--- src/logic/port_io_defs.vh ---
// Constants and register map for the parallel port pin logic
`ifndef PORT_IO_DEFS_VH
`define PORT_IO_DEFS_VH

`define NPORTS 9
`define PW 16
`define NPINS 144

`define DATA_BASE 8'h00
`define DIR_BASE 8'h10
`define ODS_BASE 8'h20
`define SET_BASE 8'h30
`define CLR_BASE 8'h40
`define THR_ADDR 8'h50

`define THR_W 14
`define STATE_DIV_DEF 2

`define RST_LATCH 16'h0000
`define RST_DIR 16'h0000
`define RST_ODS 16'h0000
`define RST_THR 14'h0000

// Port 8 in the top word, port 0 in the bottom word
`define IMPL_MASK 144'h00FF_00FF_00FF_FFFF_00FF_BFFF_FFFF_FFFF_FFFF
`define DRV_MASK 144'h00FF_00FF_00FF_0000_00FF_BFFF_FFFF_FFFF_FFFF
`define OD_MASK 144'h00FF_00FF_00FF_0000_00FF_BFFF_FFFF_0000_0000

`endif

--- src/logic/parallel_port_io_lines.v ---
// Parallel port pin logic: latches, direction, open drain, alternate functions
//
// The implementer's own choices: the strobed register port and the placing of the registers.
`timescale 1ns/1ps
`include "port_io_defs.vh"

module parallel_port_io_lines #(
  parameter STATE_DIV = `STATE_DIV_DEF,
  parameter AW = 8,
  parameter DW = `PW
) (
  input wire mclk,
  input wire rst,
  input wire [AW-1:0] addr,
  input wire [DW-1:0] wdata,
  input wire wr,
  input wire rd,
  output reg [DW-1:0] rdata,
  input wire [`NPINS-1:0] pin_in,
  output reg [`NPINS-1:0] pin_out,
  output reg [`NPINS-1:0] pin_oe,
  input wire [`NPINS-1:0] alt_en,
  input wire [`NPINS-1:0] alt_out,
  input wire [`NPINS-1:0] alt_pwm,
  input wire [`NPINS-1:0] alt_auto,
  input wire [`NPINS-1:0] alt_dir,
  output reg [`NPINS-1:0] alt_in,
  output reg [`THR_W-1:0] input_threshold_select
);

  reg [7:0] div_cnt;
  reg state_en;
  reg [`NPINS-1:0] sync1;
  reg [`NPINS-1:0] sync2;
  reg [`NPINS-1:0] in_latch;
  wire [`NPINS-1:0] out_latch;
  wire [`NPINS-1:0] pin_direction_bit;
  wire [`NPINS-1:0] open_drain_select;
  wire [`NPINS-1:0] view;
  wire [`NPINS-1:0] hw_dir;
  wire [`NPINS-1:0] eff_dir;
  wire [`NPINS-1:0] drv;
  reg [DW-1:0] next_rdata;
  integer i;

  // State time enable
  always @(posedge mclk) begin
    if (rst) begin
      div_cnt <= 8'h00;
      state_en <= 1'b0;
    end else if (div_cnt == STATE_DIV[7:0] - 8'h01) begin
      div_cnt <= 8'h00;
      state_en <= 1'b1;
    end else begin
      div_cnt <= div_cnt + 8'h01;
      state_en <= 1'b0;
    end
  end

  // Pin synchroniser and input latch, sampled regardless of direction
  always @(posedge mclk) begin
    if (rst) begin
      sync1 <= {`NPINS{1'b0}};
      sync2 <= {`NPINS{1'b0}};
      in_latch <= {`NPINS{1'b0}};
    end else begin
      sync1 <= pin_in;
      sync2 <= sync1;
      if (state_en) begin
        in_latch <= sync2 & `IMPL_MASK;
      end
    end
  end

  // Value seen by reads and by read-modify-write
  assign view = (pin_direction_bit & out_latch) | (~pin_direction_bit & in_latch);

  genvar p;
  generate
    for (p = 0; p < `NPORTS; p = p + 1) begin : g_port
      localparam [AW-1:0] PIDX = p;
      localparam [`NPINS-1:0] IMPL_ALL = `IMPL_MASK;
      localparam [`NPINS-1:0] DRV_ALL = `DRV_MASK;
      localparam [`NPINS-1:0] OD_ALL = `OD_MASK;
      localparam [DW-1:0] IMPL = IMPL_ALL[p*`PW +: `PW];
      localparam [DW-1:0] DRVM = DRV_ALL[p*`PW +: `PW];
      localparam [DW-1:0] ODM = OD_ALL[p*`PW +: `PW];
      localparam [AW-1:0] A_DATA = `DATA_BASE + PIDX;
      localparam [AW-1:0] A_DIR = `DIR_BASE + PIDX;
      localparam [AW-1:0] A_ODS = `ODS_BASE + PIDX;
      localparam [AW-1:0] A_SET = `SET_BASE + PIDX;
      localparam [AW-1:0] A_CLR = `CLR_BASE + PIDX;

      // One register bank per port
      port_bank #(
        .AW(AW),
        .DW(DW),
        .IMPL(IMPL),
        .DRVM(DRVM),
        .ODM(ODM),
        .A_DATA(A_DATA),
        .A_DIR(A_DIR),
        .A_ODS(A_ODS),
        .A_SET(A_SET),
        .A_CLR(A_CLR)
      ) port_bank_inst (
        .mclk(mclk),
        .rst(rst),
        .addr(addr),
        .wdata(wdata),
        .wr(wr),
        .cur(view[p*`PW +: `PW]),
        .latch(out_latch[p*`PW +: `PW]),
        .dir(pin_direction_bit[p*`PW +: `PW]),
        .ods(open_drain_select[p*`PW +: `PW])
      );
    end
  endgenerate

  // Threshold select, one bit per port byte
  always @(posedge mclk) begin
    if (rst) begin
      input_threshold_select <= `RST_THR;
    end else if (wr && addr == `THR_ADDR) begin
      input_threshold_select <= wdata[`THR_W-1:0];
    end
  end

  // Register read mux
  always @* begin
    next_rdata = {DW{1'b0}};
    for (i = 0; i < `NPORTS; i = i + 1) begin
      if (addr == `DATA_BASE + i[AW-1:0]) begin
        next_rdata = view[i*`PW +: `PW];
      end
      if (addr == `DIR_BASE + i[AW-1:0]) begin
        next_rdata = pin_direction_bit[i*`PW +: `PW];
      end
      if (addr == `ODS_BASE + i[AW-1:0]) begin
        next_rdata = open_drain_select[i*`PW +: `PW];
      end
    end
    if (addr == `THR_ADDR) begin
      next_rdata = {{(DW-`THR_W){1'b0}}, input_threshold_select};
    end
  end

  always @(posedge mclk) begin
    if (rst) begin
      rdata <= {DW{1'b0}};
    end else if (rd) begin
      rdata <= next_rdata;
    end else begin
      rdata <= {DW{1'b0}};
    end
  end

  // Hardware-steered direction for automatic alternate functions
  assign hw_dir = alt_auto & alt_en;
  assign eff_dir = ((hw_dir & alt_dir) | (~hw_dir & pin_direction_bit)) & `DRV_MASK;
  // Alternate data gated by latch unless PWM
  assign drv = (alt_en & ((alt_pwm & alt_out) | (~alt_pwm & alt_out & out_latch)))
    | (~alt_en & out_latch);

  // Pin drivers
  always @(posedge mclk) begin
    if (rst) begin
      pin_out <= {`NPINS{1'b0}};
      pin_oe <= {`NPINS{1'b0}};
      alt_in <= {`NPINS{1'b0}};
    end else begin
      pin_out <= drv & ~open_drain_select & eff_dir;
      pin_oe <= eff_dir & (~open_drain_select | ~drv);
      alt_in <= (pin_direction_bit & out_latch) | (~pin_direction_bit & in_latch);
    end
  end

endmodule // parallel_port_io_lines

// Register bank of one port: output latch, direction and driver mode
module port_bank #(
  parameter AW = 8,
  parameter DW = `PW,
  parameter [DW-1:0] IMPL = `RST_LATCH,
  parameter [DW-1:0] DRVM = `RST_DIR,
  parameter [DW-1:0] ODM = `RST_ODS,
  parameter [AW-1:0] A_DATA = `DATA_BASE,
  parameter [AW-1:0] A_DIR = `DIR_BASE,
  parameter [AW-1:0] A_ODS = `ODS_BASE,
  parameter [AW-1:0] A_SET = `SET_BASE,
  parameter [AW-1:0] A_CLR = `CLR_BASE
) (
  input wire mclk,
  input wire rst,
  input wire [AW-1:0] addr,
  input wire [DW-1:0] wdata,
  input wire wr,
  input wire [DW-1:0] cur,
  output reg [DW-1:0] latch,
  output reg [DW-1:0] dir,
  output reg [DW-1:0] ods
);

  // Write decode for this port
  wire hit_data;
  wire hit_dir;
  wire hit_ods;
  wire hit_set;
  wire hit_clr;

  assign hit_data = wr && (addr == A_DATA);
  assign hit_dir = wr && (addr == A_DIR);
  assign hit_ods = wr && (addr == A_ODS);
  assign hit_set = wr && (addr == A_SET);
  assign hit_clr = wr && (addr == A_CLR);

  // Output latch: plain write or read-modify-write of the read view
  always @(posedge mclk) begin
    if (rst) begin
      latch <= `RST_LATCH;
    end else if (hit_data) begin
      latch <= wdata & IMPL;
    end else if (hit_set) begin
      latch <= (cur | wdata) & IMPL;
    end else if (hit_clr) begin
      latch <= cur & ~wdata & IMPL;
    end
  end

  // Direction, input after reset
  always @(posedge mclk) begin
    if (rst) begin
      dir <= `RST_DIR;
    end else if (hit_dir) begin
      dir <= wdata & DRVM;
    end
  end

  // Driver mode, only where open drain exists
  always @(posedge mclk) begin
    if (rst) begin
      ods <= `RST_ODS;
    end else if (hit_ods) begin
      ods <= wdata & ODM;
    end
  end

endmodule // port_bank

--- config.mk ---
export PLATFORM = sky130hd
export DESIGN_NAME = parallel_port_io_lines
export DESIGN_NICKNAME = d
export VERILOG_FILES = /design/src/logic/parallel_port_io_lines.v
export VERILOG_INCLUDE_DIRS = /design/src /design/src/logic
export SDC_FILE = /design/constraint.sdc
export NUM_CORES = 2
export LEC_CHECK = 0
export BUFFER_PORTS_ARGS = -buffer_cell sky130_fd_sc_hd__clkbuf_2
export CAP_MARGIN = 20
export CORE_AREA = 2 2 533 535
export DETAILED_ROUTE_END_ITERATION = 12
export DIE_AREA = 0 0 535 537
export MAX_ROUTING_LAYER = met4
export PLACE_DENSITY = 0.38
export RECOVER_POWER = 25
export SLEW_MARGIN = 5
export SYNTH_ARGS = -nofsm -noshare
export SYNTH_HDL_FRONTEND = slang
export SYNTH_HIERARCHICAL = 1
export SYNTH_SLANG_ARGS = --single-unit
export TNS_END_PERCENT = 50
--- constraint.sdc ---
create_clock -name mclk -period 3.5 [get_ports mclk]
set_input_delay 0.7 -clock mclk [delete_from_list [all_inputs] [get_ports mclk]]
set_output_delay 0.7 -clock mclk [all_outputs]
set_load 0.005 [all_outputs]
Word-level counts from Yosys, hierarchy flattened --
Index checks and enable logic that the tools add are counted.
Storage, ports and cells: flip-flop bits (word level) 1123, logic and storage cells 236
Cells by class: add/sub/neg operators 1, eq/ne operators 46, mux-type cells 56, bitwise operators 44, reduce and logical (&&, ||, !) cells 55
Operators with widths (count):
- 16-bit 2-to-1 mux | 42
- 144-bit by 136-bit AND with 144-bit output | 4
- 144-bit AND | 4
- 136-bit AND | 4
- 144-bit NOT | 3
- 144-bit OR | 3
- 136-bit NOT with 144-bit output | 2
- 136-bit by 144-bit AND with 144-bit output | 1
- 8-bit by 6-bit == test with 1-bit output, second input constant | 18
- 136-bit by 144-bit OR with 144-bit output | 1
- 136-bit NOT | 1
- 136-bit OR | 1
- 8-bit 2-to-1 mux | 12
- 16-bit AND | 5
- 8-bit by 7-bit == test with 1-bit output, second input constant | 10
- 16-bit OR | 5
- 8-bit by 5-bit == test with 1-bit output, second input constant | 9
- 1-bit logical AND | 42
- 8-bit AND | 4
- 8-bit by 3-bit == test with 1-bit output, second input constant | 4
- 8-bit OR | 4
- 3-bit nonzero test | 9
- 8-bit by 1-bit == test with 1-bit output, second input constant | 2
- 8-bit by 2-bit == test with 1-bit output, second input constant | 2
- 9 further kinds | 10

Logic depth before layout (Yosys ltp) --
depth in word-level cells 31, depth in mapped cells 12, depth with buffers taken out 8

Hierarchy --
Netlist, hierarchy kept.
Modules (own cells, without submodules):
- parallel_port_io_lines | instances 1, cells an instance 3262, area each 29396.9 sq um, sequential area each 14133.6 sq um
- port_bank (g_port[4].port_bank_inst ...) | instances 2, cells an instance 123, area each 1226.2 sq um, sequential area each 480.5 sq um
- port_bank (g_port[2].port_bank_inst) | instances 1, cells an instance 218, area each 2114.5 sq um, sequential area each 960.9 sq um
- port_bank (g_port[3].port_bank_inst) | instances 1, cells an instance 211, area each 2043.2 sq um, sequential area each 900.9 sq um
- port_bank (g_port[1].port_bank_inst) | instances 1, cells an instance 226, area each 2015.7 sq um, sequential area each 640.6 sq um
- port_bank (g_port[0].port_bank_inst) | instances 1, cells an instance 203, area each 1764.2 sq um, sequential area each 640.6 sq um
- port_bank (g_port[6].port_bank_inst) | instances 1, cells an instance 139, area each 1303.8 sq um, sequential area each 480.5 sq um
- port_bank (g_port[7].port_bank_inst) | instances 1, cells an instance 124, area each 1213.7 sq um, sequential area each 480.5 sq um
- port_bank (g_port[5].port_bank_inst) | instances 1, cells an instance 130, area each 1178.6 sq um, sequential area each 320.3 sq um

Least setup slack after synthesis --
OpenSTA, ideal clock, no wires.
path type input -> register, start input port addr[4], end register rdata[2], arrival time 2.561 ns, data required time 3.371 ns, slack 0.810 ns, stages on the path 9, path buffers 3, cells stage by stage buf_4 > or4_4 > buf_6 > buf_6 > o221a_2 > o221ai_1 > a31oi_1 > a2111oi_0 > o21ai_1
On the way: longest elaborated chain between the ends 29
Ends and longest elaborated chain:
- start: declaration | RTL line parallel_port_io_lines.v:14 | input wire [AW-1:0] addr,
- 8-bit logical NOT | RTL line parallel_port_io_lines.v:133 | if (addr == `DATA_BASE + i[AW-1:0]) begin
- 16-bit 2-to-1 mux | RTL line parallel_port_io_lines.v:133
- 16-bit 2-to-1 mux | RTL line parallel_port_io_lines.v:136 | if (addr == `DIR_BASE + i[AW-1:0]) begin
- 16-bit 2-to-1 mux | RTL line parallel_port_io_lines.v:139 | if (addr == `ODS_BASE + i[AW-1:0]) begin
- 16-bit 2-to-1 mux | RTL line parallel_port_io_lines.v:133
- 16-bit 2-to-1 mux | RTL line parallel_port_io_lines.v:136
- 16-bit 2-to-1 mux | RTL line parallel_port_io_lines.v:139
- 16-bit 2-to-1 mux | RTL line parallel_port_io_lines.v:133
- (+13 left out)
- 16-bit 2-to-1 mux | RTL line parallel_port_io_lines.v:139
- 16-bit 2-to-1 mux | RTL line parallel_port_io_lines.v:133
- 16-bit 2-to-1 mux | RTL line parallel_port_io_lines.v:136
- 16-bit 2-to-1 mux | RTL line parallel_port_io_lines.v:139
- 16-bit 2-to-1 mux | RTL line parallel_port_io_lines.v:133
- 16-bit 2-to-1 mux | RTL line parallel_port_io_lines.v:136
- 16-bit 2-to-1 mux | RTL line parallel_port_io_lines.v:139
- 14-bit 2-to-1 mux (*) | RTL line parallel_port_io_lines.v:143 | if (addr == `THR_ADDR) begin
- end signal: assignment | RTL line parallel_port_io_lines.v:150 | rdata <= {DW{1'b0}};
- end signal: assignment | RTL line parallel_port_io_lines.v:152 | rdata <= next_rdata;
- end signal: assignment | RTL line parallel_port_io_lines.v:154 | rdata <= {DW{1'b0}};
- end: declaration | RTL line parallel_port_io_lines.v:18 | output reg [DW-1:0] rdata,
Every way passes the cells marked *; elsewhere a longest branch is shown, timed or not. A chain may end at the register's enable or synchronous reset.

Final worst setup path --
start input port addr[7], end register rdata[7]
The elaborated chain is that of the path after synthesis.

==> flow_metrics.env <==
export IMPL_clockRootBuffer="clkbuf_16"
export IMPL_layout_nets=6866
export IMPL_synth_area_sq_um=43470
export IMPL_setup_viol=0
export IMPL_wirelength_mm=266.1
export IMPL_synthCells=4756
export IMPL_most_common_layout_cells="974 x dfxtp_1, 969 x clkbuf_2, 458 x nor2_1"
export IMPL_cts_sinks=975
export IMPL_grt_pass1_vias=39580
export IMPL_fp_dieW_microns=535
export IMPL_layout_cells_non_filler=9849
export IMPL_yosysWarnings=6
export IMPL_drv_slew=16
export IMPL_hp_class="input port to register"
export IMPL_core_area_sq_um=281300
export IMPL_grt_usage_pct=18.32
export IMPL_fin_crit_sh_pct=98.52
export IMPL_grt_start_max_net_pins=124
export IMPL_worstPathMaxFanout=12
export IMPL_placed_area_sq_um=53730
export IMPL_dp_cells=9571
export IMPL_vias=40040
export IMPL_fillers=31350
export IMPL_cts_htree_levels=4
export IMPL_timing_final_hold_violations=0
export IMPL_violations="capacitance limit, slew limit"
export IMPL_gp_congestion=0.9291
export IMPL_design_area_sq_um=58520
export IMPL_via_per_inst=4.065
export IMPL_postRouteAntennaNets=0
export IMPL_reg2reg_depth=9
export IMPL_initial_core_util_pct=15.45
export IMPL_overflow=0
export IMPL_drt_iter0_markers=2755
export IMPL_whs_path_depth=2
export IMPL_status="finished, violations left"
export IMPL_startpoint_type="input port"
export IMPL_cp_end_kind="register"
export IMPL_critical_path_arrival_ns=4.17
export IMPL_grt_first_pass_wirelength_mm=348.5
export IMPL_cts_buffers=135
export IMPL_path_clk_slew_ns=0.07
export IMPL_ir_worst_vdd_mv=0.2900
export IMPL_met2_wirelength_mm=125.2
export IMPL_first_pass_iters=7
export IMPL_leakagePower_nw=25.26
export IMPL_io_pin_count=1354
export IMPL_whs_ns=0.08303
export IMPL_rows=195
export IMPL_met3WireLength_mm=20.14
export IMPL_dp_hpwl_mm=216.3
export IMPL_drt_met1_wl_mm=112.5
export IMPL_antenna_found_initial=57
export IMPL_cts_tree="built"
export IMPL_required_ns=4.22
export IMPL_avgSynthCellArea_sq_um=9.140
export IMPL_clockBufferDepth=4
export IMPL_utilization_pct=20.80
export IMPL_syn2layout_area_growth_pct=34.61
export IMPL_max_freq_mhz=290.0
export IMPL_die_area_sq_um=287300
export IMPL_clk_latency_ns=0.84
export IMPL_fin_crit_ns=3.448
export IMPL_relSlewSlack_pct=-38.52
export IMPL_drc=0
export IMPL_final_common_cell="dfxtp_1"
export IMPL_highest_layer="met4"
export IMPL_fp_dieH_microns=537
export IMPL_drive_gt1_share_pct=28.19
export IMPL_powerDensity_nw_per_um2=488.9
export IMPL_rsz0062_at_grt="false"
export IMPL_fin_skew_ns=0.05076
export IMPL_maxCapViolations=1
export IMPL_wire_per_inst_microns=27.02
export IMPL_port_buffers=977
export IMPL_tightest_slew_ns=2.078
export IMPL_path_class="input port to register"
-- critical path, stage by stage --
cell      delay, ns
clkbuf_2       0.32
buf_4          0.29
nor4b_2        0.56
buf_4          0.34
nand2_2        0.13
buf_4          0.19
o221ai_1       0.55
a22o_1         0.33
a221oi_2       0.08
buf_4          0.16
nor3_1         0.34
o21ai_1        0.13
-- power breakdown --
group	leakage [nW]	switching (mW)	internal, mW	total [mW]
logic	15.1	1.54	0.881	2.42
clock network	2.28	5.86	8.89	14.7
registers	7.92	0.110	11.3	11.4
total	25.3	7.51	21.1	28.6
-- cell type report --
type | count | area [sq um] | share of cell area [%]
multi-input combinational | 3353 | 21140 | 36.13
sequential | 975 | 19520 | 33.36
timing repair buffer | 1318 | 7711 | 13.18
tap | 3743 | 4683 | 8.003
clock buffer | 189 | 3905 | 6.673
clock inverter | 48 | 758.2 | 1.296
inverter | 189 | 709.4 | 1.212
antenna | 34 | 85.08 | 0.1454
-- repair_timing --
item | 4_1_cts | 5_1_grt
hold endpoints to repair | 7 | 0
buffers inserted | 0 | 0
hold buffers | 7 | 0
resized for setup | 0 | 2
setup endpoints to repair | 0 | 2
-- through the flow --
stage / worst slack (ns) / power, mW / TNS (ns)
final: 0.05176 / 28.61 / 0
after global routing: 0.009925 / 29.72 / 0
after CTS: 0.1527 / 29.11 / 0
after detailed placement: -0.7306 / 14.08 / -6.878
after global placement: -0.7033 / 14.07 / -6.218
after floorplan: 0.8096 / 12.88 / 0
-- layer usage --
| metal | vias to the layer above | GRT usage (%) |
|---|---|---|
| met5 | - | - |
| met4 | 0 | 5.278 |
| met3 | 330 | 5.076 |
| met2 | 1548 | 30.07 |
| met1 | 19610 | 21.77 |
| li1 | 18550 | - |
-- registers in the layout, summed over array words and instances (netlist names) --
signal / flops
alt_in: 144
g_port.port_bank_inst/latch: 111
in_latch: 111
sync1: 111
sync2: 111
g_port.port_bank_inst/dir: 95
pin_oe: 95
pin_out: 95
g_port.port_bank_inst/ods: 63
rdata: 16
input_threshold_select: 14
div_cnt: 8
state_en: 1
-- final timing paths --
check | startpoint | slack, ns | endpoint
worst min-delay path | pin_in[67] | 0.08 | sync1[67]
worst max-delay path | addr[7] | 0.05 | rdata[7]
worst min register to register | sync1[88] | 0.41 | sync2[88]
worst max register to register | g_port[1].port_bank_inst/dir[7] | 0.13 | rdata[7]
No activity file was read; power rests on OpenSTA's default activity.
